**src/include/tcc_pkg.sv**
```systemverilog
/*
 Package for the capture/compare timer: register offsets, field
 positions, reset values and mode encodings.
 Assumes a 12-bit byte register address space.
*/
package tcc_pkg;
    localparam logic [11:0] TCC_ADDR_COUNT_HI = 12'hF00;
    localparam logic [11:0] TCC_ADDR_COUNT_LO = 12'hF01;
    localparam logic [11:0] TCC_ADDR_RELOAD_HI = 12'hF02;
    localparam logic [11:0] TCC_ADDR_RELOAD_LO = 12'hF03;
    localparam logic [11:0] TCC_ADDR_CAPTURE_HI = 12'hF04;
    localparam logic [11:0] TCC_ADDR_CAPTURE_LO = 12'hF05;
    localparam logic [11:0] TCC_ADDR_CONTROL = 12'hF06;
    localparam logic [11:0] TCC_ADDR_CONTROL_ONE = 12'hF07;

    localparam logic [7:0] TCC_RST_COUNT_HI = 8'h00;
    localparam logic [7:0] TCC_RST_COUNT_LO = 8'h01;
    localparam logic [7:0] TCC_RST_RELOAD_HI = 8'hFF;
    localparam logic [7:0] TCC_RST_RELOAD_LO = 8'hFF;
    localparam logic [7:0] TCC_RST_CAPTURE = 8'h00;
    localparam logic [7:0] TCC_RST_CONTROL = 8'h00;
    localparam logic [15:0] TCC_COUNT_START = 16'h0001;

    // Control register fields
    localparam int TCC_CTL_ENABLE_BIT = 7;
    localparam int TCC_CTL_POLARITY_BIT = 6;
    localparam int TCC_CTL_PRESCALE_LSB = 3;
    // Control-one fields
    localparam int TCC_CT1_CAUSE_BIT = 3;
    localparam int TCC_CT1_IRQSEL_LSB = 6;

    localparam logic [1:0] TCC_IRQ_BOTH = 2'h0;
    localparam logic [1:0] TCC_IRQ_CAPTURE = 2'h2;
    localparam logic [1:0] TCC_IRQ_RELOAD = 2'h3;
endpackage

```
**src/logic/tcc_timer.sv**
```systemverilog
/*
 Capture/compare timer with a byte register port.
 Assumes timer_in is synchronous to clk_sys and toggles at no more than
 a quarter of its rate; irq_req is taken by an outside interrupt controller.
*/
// Summary of operation
// - Interrupts on capture and reload by default; selectable to either alone.
// - Count low byte resets to 01h and is read/write.
// - Reload high byte resets to FFh.
// - Reload low byte resets to FFh and is read/write.
// - Capture high byte resets to zero and is read/write.
// - Enabled timer waits for first selected edge, then counts prescaled clocks.
// - Later edges capture count, interrupt, set cause flag, restart at one.
// - Count reaching compare interrupts, clears cause flag, restarts at one.
`timescale 1ns/1ps
module tcc_timer
    import tcc_pkg::*;
(
    input wire logic clk_sys,
    input wire logic rst_n,
    input wire logic [11:0] reg_addr,
    input wire logic [7:0] reg_wdata,
    input wire logic reg_wr,
    input wire logic reg_rd,
    output logic [7:0] reg_rdata,
    input wire logic timer_in,
    output logic irq_req
);
    logic [7:0] ctl_r;
    logic [7:0] ct1_r;
    logic [15:0] count_r;
    logic [15:0] reload_r;
    logic [15:0] capture_r;
    logic [1:0] sync_r;
    logic prev_r;
    logic started_r;
    logic [6:0] pre_r;
    logic edge_hit;
    logic tick;
    logic at_compare;
    logic cap_ev;
    logic cmp_ev;
    logic [2:0] pre_sel;
    logic [6:0] pre_max;

    assign pre_sel = ctl_r[TCC_CTL_PRESCALE_LSB +: 3];
    assign pre_max = 7'((8'h01 << pre_sel) - 8'h01);
    assign tick = (pre_r == pre_max);
    assign at_compare = (count_r == reload_r);
    assign edge_hit = ctl_r[TCC_CTL_POLARITY_BIT] ? (sync_r[1] & ~prev_r)
                                                  : (~sync_r[1] & prev_r);
    assign cap_ev = ctl_r[TCC_CTL_ENABLE_BIT] & started_r & edge_hit;
    assign cmp_ev = ctl_r[TCC_CTL_ENABLE_BIT] & started_r & ~edge_hit
                    & tick & at_compare;

    // Two-stage synchroniser, then edge detector on the second stage
    always_ff @(posedge clk_sys or negedge rst_n)
    begin
        if (!rst_n)
        begin
            sync_r <= 2'h0;
            prev_r <= 1'b0;
        end
        else
        begin
            sync_r <= {sync_r[0], timer_in};
            prev_r <= sync_r[1];
        end
    end

    always_ff @(posedge clk_sys or negedge rst_n)
    begin
        if (!rst_n)
            started_r <= 1'b0;
        else if (!ctl_r[TCC_CTL_ENABLE_BIT])
            started_r <= 1'b0;
        else if (edge_hit)
            started_r <= 1'b1;
    end

    always_ff @(posedge clk_sys or negedge rst_n)
    begin
        if (!rst_n)
            pre_r <= 7'h00;
        else if (!started_r || cap_ev || tick)
            pre_r <= 7'h00;
        else
            pre_r <= pre_r + 7'h01;
    end

    always_ff @(posedge clk_sys or negedge rst_n)
    begin
        if (!rst_n)
            ctl_r <= TCC_RST_CONTROL;
        else if (reg_wr && reg_addr == TCC_ADDR_CONTROL)
            ctl_r <= reg_wdata;
    end

    // Hardware cause updates win over a software write in the same cycle
    always_ff @(posedge clk_sys or negedge rst_n)
    begin
        if (!rst_n)
            ct1_r <= TCC_RST_CONTROL;
        else
        begin
            if (reg_wr && reg_addr == TCC_ADDR_CONTROL_ONE)
                ct1_r <= reg_wdata;
            if (cap_ev)
                ct1_r[TCC_CT1_CAUSE_BIT] <= 1'b1;
            else if (cmp_ev)
                ct1_r[TCC_CT1_CAUSE_BIT] <= 1'b0;
        end
    end

    always_ff @(posedge clk_sys or negedge rst_n)
    begin
        if (!rst_n)
            count_r <= {TCC_RST_COUNT_HI, TCC_RST_COUNT_LO};
        else if (cap_ev || cmp_ev)
            count_r <= TCC_COUNT_START;
        else if (reg_wr && reg_addr == TCC_ADDR_COUNT_HI)
            count_r[15:8] <= reg_wdata;
        else if (reg_wr && reg_addr == TCC_ADDR_COUNT_LO)
            count_r[7:0] <= reg_wdata;
        else if (ctl_r[TCC_CTL_ENABLE_BIT] && started_r && tick)
            count_r <= count_r + 16'h0001;
    end

    always_ff @(posedge clk_sys or negedge rst_n)
    begin
        if (!rst_n)
            reload_r <= {TCC_RST_RELOAD_HI, TCC_RST_RELOAD_LO};
        else if (reg_wr && reg_addr == TCC_ADDR_RELOAD_HI)
            reload_r[15:8] <= reg_wdata;
        else if (reg_wr && reg_addr == TCC_ADDR_RELOAD_LO)
            reload_r[7:0] <= reg_wdata;
    end

    always_ff @(posedge clk_sys or negedge rst_n)
    begin
        if (!rst_n)
            capture_r <= {TCC_RST_CAPTURE, TCC_RST_CAPTURE};
        else if (cap_ev)
            capture_r <= count_r;
        else if (reg_wr && reg_addr == TCC_ADDR_CAPTURE_HI)
            capture_r[15:8] <= reg_wdata;
        else if (reg_wr && reg_addr == TCC_ADDR_CAPTURE_LO)
            capture_r[7:0] <= reg_wdata;
    end

    // One-cycle interrupt request pulse filtered by source select
    always_ff @(posedge clk_sys or negedge rst_n)
    begin
        if (!rst_n)
            irq_req <= 1'b0;
        else
        begin
            unique case (ct1_r[TCC_CT1_IRQSEL_LSB +: 2])
                TCC_IRQ_CAPTURE: irq_req <= cap_ev;
                TCC_IRQ_RELOAD: irq_req <= cmp_ev;
                default: irq_req <= cap_ev | cmp_ev;
            endcase
        end
    end

    always_ff @(posedge clk_sys or negedge rst_n)
    begin
        if (!rst_n)
            reg_rdata <= 8'h00;
        else if (reg_rd)
        begin
            unique case (reg_addr)
                TCC_ADDR_COUNT_HI: reg_rdata <= count_r[15:8];
                TCC_ADDR_COUNT_LO: reg_rdata <= count_r[7:0];
                TCC_ADDR_RELOAD_HI: reg_rdata <= reload_r[15:8];
                TCC_ADDR_RELOAD_LO: reg_rdata <= reload_r[7:0];
                TCC_ADDR_CAPTURE_HI: reg_rdata <= capture_r[15:8];
                TCC_ADDR_CAPTURE_LO: reg_rdata <= capture_r[7:0];
                TCC_ADDR_CONTROL: reg_rdata <= ctl_r;
                TCC_ADDR_CONTROL_ONE: reg_rdata <= ct1_r;
                default: reg_rdata <= 8'h00;
            endcase
        end
        else
            reg_rdata <= 8'h00;
    end

    a_count_restart: assert property (@(posedge clk_sys) disable iff (!rst_n)
        (cap_ev || cmp_ev) |=> count_r == 16'h0001)
        else $error("count did not restart at one");
    a_capture_both: assert property (@(posedge clk_sys) disable iff (!rst_n)
        cap_ev |=> capture_r == $past(count_r))
        else $error("capture value inconsistent");
    a_cause_set: assert property (@(posedge clk_sys) disable iff (!rst_n)
        cap_ev |=> ct1_r[TCC_CT1_CAUSE_BIT])
        else $error("cause flag not set on capture");
    a_cause_clr: assert property (@(posedge clk_sys) disable iff (!rst_n)
        cmp_ev |=> !ct1_r[TCC_CT1_CAUSE_BIT])
        else $error("cause flag not cleared on compare");
    a_irq_default: assert property (@(posedge clk_sys) disable iff (!rst_n)
        (ct1_r[TCC_CT1_IRQSEL_LSB +: 2] == TCC_IRQ_BOTH && (cap_ev || cmp_ev))
        |=> irq_req)
        else $error("missing interrupt request");
    a_irq_capsel: assert property (@(posedge clk_sys) disable iff (!rst_n)
        (ct1_r[TCC_CT1_IRQSEL_LSB +: 2] == TCC_IRQ_CAPTURE && !cap_ev)
        |=> !irq_req)
        else $error("interrupt outside capture selection");
    a_wait_first: assert property (@(posedge clk_sys) disable iff (!rst_n)
        (!started_r && !(reg_wr && (reg_addr == TCC_ADDR_COUNT_HI
        || reg_addr == TCC_ADDR_COUNT_LO))) |=> $stable(count_r))
        else $error("counted before first edge");
    a_sync_edge: assert property (@(posedge clk_sys) disable iff (!rst_n)
        edge_hit |-> sync_r[1] != $past(sync_r[1]))
        else $error("edge not from synchronised input");
endmodule

```
**config.mk**
```make
export PLATFORM = sky130hd
export DESIGN_NAME = tcc_timer
export DESIGN_NICKNAME = d
export VERILOG_FILES = /design/src/include/tcc_pkg.sv /design/src/logic/tcc_timer.sv
export SDC_FILE = /design/constraint.sdc
export NUM_CORES = 1
export LEC_CHECK = 0
export BUFFER_PORTS_ARGS = -buffer_cell sky130_fd_sc_hd__buf_2
export CAP_MARGIN = 20
export CELL_PAD_IN_SITES_DETAIL_PLACEMENT = 1
export CELL_PAD_IN_SITES_GLOBAL_PLACEMENT = 1
export CORE_MARGIN = 1.5
export CORE_UTILIZATION = 36
export DETAILED_ROUTE_END_ITERATION = 7
export PLACE_DENSITY = 0.68
export SYNTH_ARGS = -nofsm -noshare
export SYNTH_HDL_FRONTEND = slang
export SYNTH_SLANG_ARGS = --single-unit
```
**constraint.sdc**
```tcl
create_clock -name clk_sys -period 2.2 [get_ports clk_sys]
set_input_delay 0.22 -clock clk_sys [delete_from_list [all_inputs] [get_ports clk_sys]]
set_output_delay 0.22 -clock clk_sys [all_outputs]
set_load 0.1 [all_outputs]
```
# After elaboration in Yosys (flattened, before gate mapping)

Index checks and enable logic that the tools add are counted.

Bits in registers: 84
Logic and storage cells: 90
Input bits: 25
Output and inout bits: 9

Equality and inequality tests: 16
$add $sub $neg: 3
Bitwise gates (word level): 12
Shifts and indexed selects: 1
Reductions and logical operators: 23
Muxes and demuxes: 20

Operators by type and width:

| kind                                             | count |
|---|---|
| equality test 12 bit, second input constant      | 8 |
| two-way mux 8 bit                                | 8 |
| one-hot mux 8 bit (8 select lines)               | 1 |
| two-way mux 16 bit                               | 3 |
| adder 16 x 1 -> 16 bit, second input constant    | 1 |
| equality test 16 bit                             | 1 |
| logical AND 1 bit                                | 10 |
| nonzero test 3 bit                               | 3 |
| AND reduction 2 bit                              | 4 |
| adder 7 x 1 -> 7 bit, second input constant      | 1 |
| AND 1 bit                                        | 7 |
| equality test 7 bit                              | 1 |
| two-way mux 7 bit                                | 1 |
| left shift 1 x 3 -> 7 bit, first input constant  | 1 |
| subtractor 7 x 1 -> 7 bit, second input constant | 1 |
| two-way mux 1 bit                                | 5 |
| equality test 2 bit, second input constant       | 2 |
| two-way mux 4 bit                                | 1 |
| != test 2 bit, second input constant             | 2 |
| NOT 1 bit                                        | 4 |
| nonzero test 2 bit                               | 2 |
| logical OR 1 bit                                 | 3 |
| != test 3 bit, second input constant             | 1 |
| != test 2 x 1 -> 1 bit, second input constant    | 1 |
| 3 further kinds                                  | 3 |

# Longest topological paths before layout

Word-level depth: 10
Gate-level depth with buffers: 9
Depth with buffers taken out: 6

# Worst setup path after synthesis

Ideal clock, no wire load.

Path kind: reg-to-reg
Start point: register ctl_r[4]
End point: register count_r[2]
Buffers on the path: 2
Period minus slack after synthesis: 2.224 ns
Stages on the path, launching flop included: 8
Data required time: 2.118 ns
Slack: -0.024 ns
Library setup time: 0.082 ns
Arrival: 2.142 ns
Cells stage by stage: dfrtp_1 > buf_6 > or4_4 > and2_4 > or2_0 > buf_2 > or4_1 > a31oi_1

Word-level cells in the longest chain between the ends: 8
Elaborated cells on any way between the ends: 11
Those cells by class: add/sub (1); eq/ne (2); shift (1); mux (1); bitwise (2); reduce/logical (4)

RTL lines:

| element                                                              | line             | source |
|---|---|---|
| start, declared                                                      | tcc_timer.sv:29  | `logic [7:0] ctl_r;` |
| start signal, assigned                                               | tcc_timer.sv:96  | `ctl_r <= reg_wdata;` |
| left shift 1 x 3 -> 7 bit *                                          | tcc_timer.sv:47  | `assign pre_max = 7'((8'h01 << pre_sel) - 8'h01);` |
| subtractor 7 x 1 -> 7 bit *                                          | tcc_timer.sv:47  |  |
| equality test 7 bit *                                                | tcc_timer.sv:48  | `assign tick = (pre_r == pre_max);` |
| AND 1 bit (2 in series)                                              | tcc_timer.sv:54  | `& tick & at_compare;` |
| logical OR 1 bit                                                     | tcc_timer.sv:119 | `else if (cap_ev \|\| cmp_ev)` |
| != test 2 bit (no source line) or nonzero test 3 bit (tied branches) | --               |  |
| AND reduction 2 bit (no source line)                                 | --               |  |
| end signal, assigned                                                 | tcc_timer.sv:118 | `count_r <= {TCC_RST_COUNT_HI, TCC_RST_COUNT_LO};` |
| end signal, assigned                                                 | tcc_timer.sv:124 | `count_r[7:0] <= reg_wdata;` |
| end signal, assigned                                                 | tcc_timer.sv:126 | `count_r <= count_r + 16'h0001;` |
| end, declared                                                        | tcc_timer.sv:31  | `logic [15:0] count_r;` |

Every way passes the cells marked *; elsewhere a longest branch is shown, timed or not.
A chain may end at the register's enable or synchronous reset.

# Worst setup path in the final report

Start point: register pre_r[0]
End point: register count_r[13]

Word-level cells in the longest chain between the ends: 6
Elaborated cells on any way between the ends: 9
Those cells by class: eq/ne (2); mux (1); bitwise (2); reduce/logical (4)

RTL lines:

| element                                                              | line             | source |
|---|---|---|
| start, declared                                                      | tcc_timer.sv:37  | `logic [6:0] pre_r;` |
| start signal, assigned                                               | tcc_timer.sv:88  | `pre_r <= pre_r + 7'h01;` |
| equality test 7 bit *                                                | tcc_timer.sv:48  |  |
| AND 1 bit (2 in series)                                              | tcc_timer.sv:54  |  |
| logical OR 1 bit                                                     | tcc_timer.sv:119 |  |
| != test 3 bit (no source line) or nonzero test 3 bit (tied branches) | --               |  |
| AND reduction 2 bit (no source line)                                 | --               |  |
| end signal, assigned                                                 | tcc_timer.sv:118 |  |
| end signal, assigned                                                 | tcc_timer.sv:122 | `count_r[15:8] <= reg_wdata;` |
| end signal, assigned                                                 | tcc_timer.sv:126 |  |

Marked as above.

==> metrics <==
fraction of layout cells with a size suffix above 1 0.3492; Worst setup EP type flip-flop; Synth Flop Type dfrtp_1; syn_area_per_cell 9.898 µm²; Yosys top cell by area dfrtp_1; Post-Synth XOR/XNOR Area 0.05636; Max-cap violations 0; count of state elements after synthesis 84; Port Buffers 33; DRT Pass-1 Iters 5; Routed Antenna Nets 0; distinct cell type count after synthesis 58; hold slack 0.1923 ns; Pwr Density 523.2 nW/µm²; Total Wirelength 17460 µm; vias in the first global route 4602; Data arrival, critical path 2.48 ns; post-synthesis instance total 471; CTS Buf Count 9; relative slew slack 0.6086; total number of vias 4387; Leak 2.629 nW; number of enable flip-flop cells after synthesis 0; setup ws final -0.06697 ns; Final nets 589; worst skew pair latency 0.35 ns; Yosys top cell area share 0.3596; DRT iter0 DRCs 482; HP Class in -> reg; WS Path Type reg -> reg; met2 WL 8424 µm; sequential share of the synthesized area 0.4554; Worst Skew 0.01099 ns; clock net sink count 84; final hold vios 0; initial antenna violation count 0; adder-cell share of the synthesized area 0.005368; Area Overhead vs Synth 29.07%; DIE WIDTH 116.8 µm; CTS clk-pin slew, worst paths 0.07 ns; RSZ-0062 raised after global routing yes; core area 12620 µm²; dpl hpwl 12510 µm; fin crit period 2.267 ns; Compound-Gate Fraction of Synth Area 0.1524; Post-Syn Area 4662 µm²; Antenna Cells 0; status finished, violations left; first-pass GRT wire length 26410 µm; Ports 34; Worst Path Required 2.41 ns; highest ir drop seen on vdd 0.4508 mV; Longest Clk Path Bufs 2; Synth Area in Simple Gates 0.2075; max frequency 0.4411 GHz; setup TNS -0.8650 ns; max-slew violations 0; largest net degree at the start of global routing 42; mux contribution to synthesized area 0.09206; htree depth 3; top sig layer met4; total track usage 0.2671; wire length on met1 7334 µm; metal3 WL 1090 µm; Yosys warnings 0; most common cell in the netlist dfrtp_1; failing checks negative setup slack; worst-path maximum fanout 8; Cell Rows 41; Net Count, Synth 498; Vert. Die Dim 116.8 µm; residual DRC count 0; GP Congestion 0.9273; die area 13640 µm²; Startpoint Class flip-flop; CTS tree done; via/cell ratio 5.936; GRT overflow 0; final setup fails 17; Clock Tree Root clkbuf_16; Initial Utilization 0.3694; asr flop ratio synth 1.000; Synth area leaders dfrtp_1 36%, dfstp_2 9.6%, mux2_2 7.5%, nand2_1 4.3%, xor2_1 3.4%; Post-synth top cells 67 x dfrtp_1, 54 x nand2_1, 31 x mux2_2, 31 x nor2_1, 21 x clkbuf_1; pin slew with the least headroom to its limit 0.5855 ns; largest family of logic cells by synthesized area simple AND/OR/NAND/NOR gates; WL per Instance 23.63 µm; period utilisation layout 1.030
==> cell families after synthesis <==
group                    count (synthesis)
adder cells (fa/ha/maj)                  2
flip-flops                              84
XOR/XNOR                                30
AO/OA/AOI/OAI                           97
multiplexers                            39
AND/OR/NAND/NOR                        186
buffers and inverters                   33
==> sequential cells by signal, indices dropped and copies added, names as in the netlist <==
signal and cells:
count_r 16, reload_r 16, reg_rdata 8, started_r 1, pre_r 7, ctl_r 8, irq_req 1, ct1_r 8
capture_r 16, prev_r 1, sync_r 2
==> repair_timing <==
item,4_1_cts,5_1_grt
endpoints found under the hold margin,28,0
pin swaps,5,3
buffers inserted,1,1
resized for setup,10,24
hold buffers,2,0
endpoints found under the setup margin,23,25
cloned,0,1
==> cell type report <==
type                            instances  area, µm²
Fill cell                            1451       6603
Multi-Input combinational cell        354       2580
Sequential cell                        84       2123
Timing Repair Buffer                  110      822.0
Clock buffer                           13      240.2
Tap cell                              172      215.2
Clock inverter                          3      25.02
Inverter                                3      11.26
==> metal layers <==
layer / GRT usage / up-vias
met3: 0.05304 / 39
met1: 0.3471 / 2240
met4: 0.1108 / 0
met5: 0 / -
met2: 0.4378 / 162
li1: - / 1946
==> cell usage in the layout (no fill, tap or decap), drive strengths merged, types with 2 or more instances in the layout <==
master,n
dfstp,17
clkbuf,14
and2,12
a211oi,12
nor3,11
o22ai,4
dlygate4sd3,2
o21ai,14
nor4,10
nor2b,2
ha,2
a22oi,10
or4,4
a21oi,7
nand2,55
or3,3
nand2b,2
inv,3
mux2,31
nor2,31
and3,10
o21a,3
buf,107
nand3b,3
a22o,4
a222oi,15
or2,2
clkinv,2
nand4,11
and4,5
mux2i,8
dfrtp,67
o31ai,3
xnor2,12
a31oi,15
or4b,2
xor2,18
nand3,20
==> per-stage QoR <==
stage               instances  total power (W)    util  setup slack [ns]  instance area (µm²)
floorplan                 471         0.001635       -          0.008754                 4662
global placement          718         0.001754  0.4361          -0.03201                 5503
detailed placement        718         0.001757  0.4361          -0.06710                 5503
CTS                       737         0.003176  0.4626          -0.02125                 5838
global route              739         0.003249  0.4768           -0.1555                 6017
finish                    739         0.003148  0.4768          -0.06697                 6017
==> worst max-delay path, stage by stage, from the launching register on <==
cell       delay, ns
dfrtp_1         0.40
xor2_1          0.18
or4_4           0.50
a21oi_2         0.21
or4b_4          0.51
nand2_4         0.13
clkbuf_16       0.18
a211oi_1        0.04
==> where the power goes <==
group	internal, W	switching, W	total (W)
Combinational	0.0000609	0.000113	0.000174
Sequential	0.00156	0.00000724	0.00156
Clock	0.000772	0.000639	0.00141
==> final timing paths <==
path	cells after the start	slack [ns]	endpoint	from
max reg2reg	7	-0.07	count_r[13]	pre_r[0]
max in group asynchronous	3	1.10	reload_r[14]	rst_n
min reg2reg	0	0.36	sync_r[1]	sync_r[0]
min	3	0.19	capture_r[7]	reg_wdata[7]
max	7	-0.07	count_r[13]	pre_r[0]
min in group asynchronous	2	0.41	reg_rdata[0]	rst_n
No activity file was read; power rests on OpenSTA's default activity.
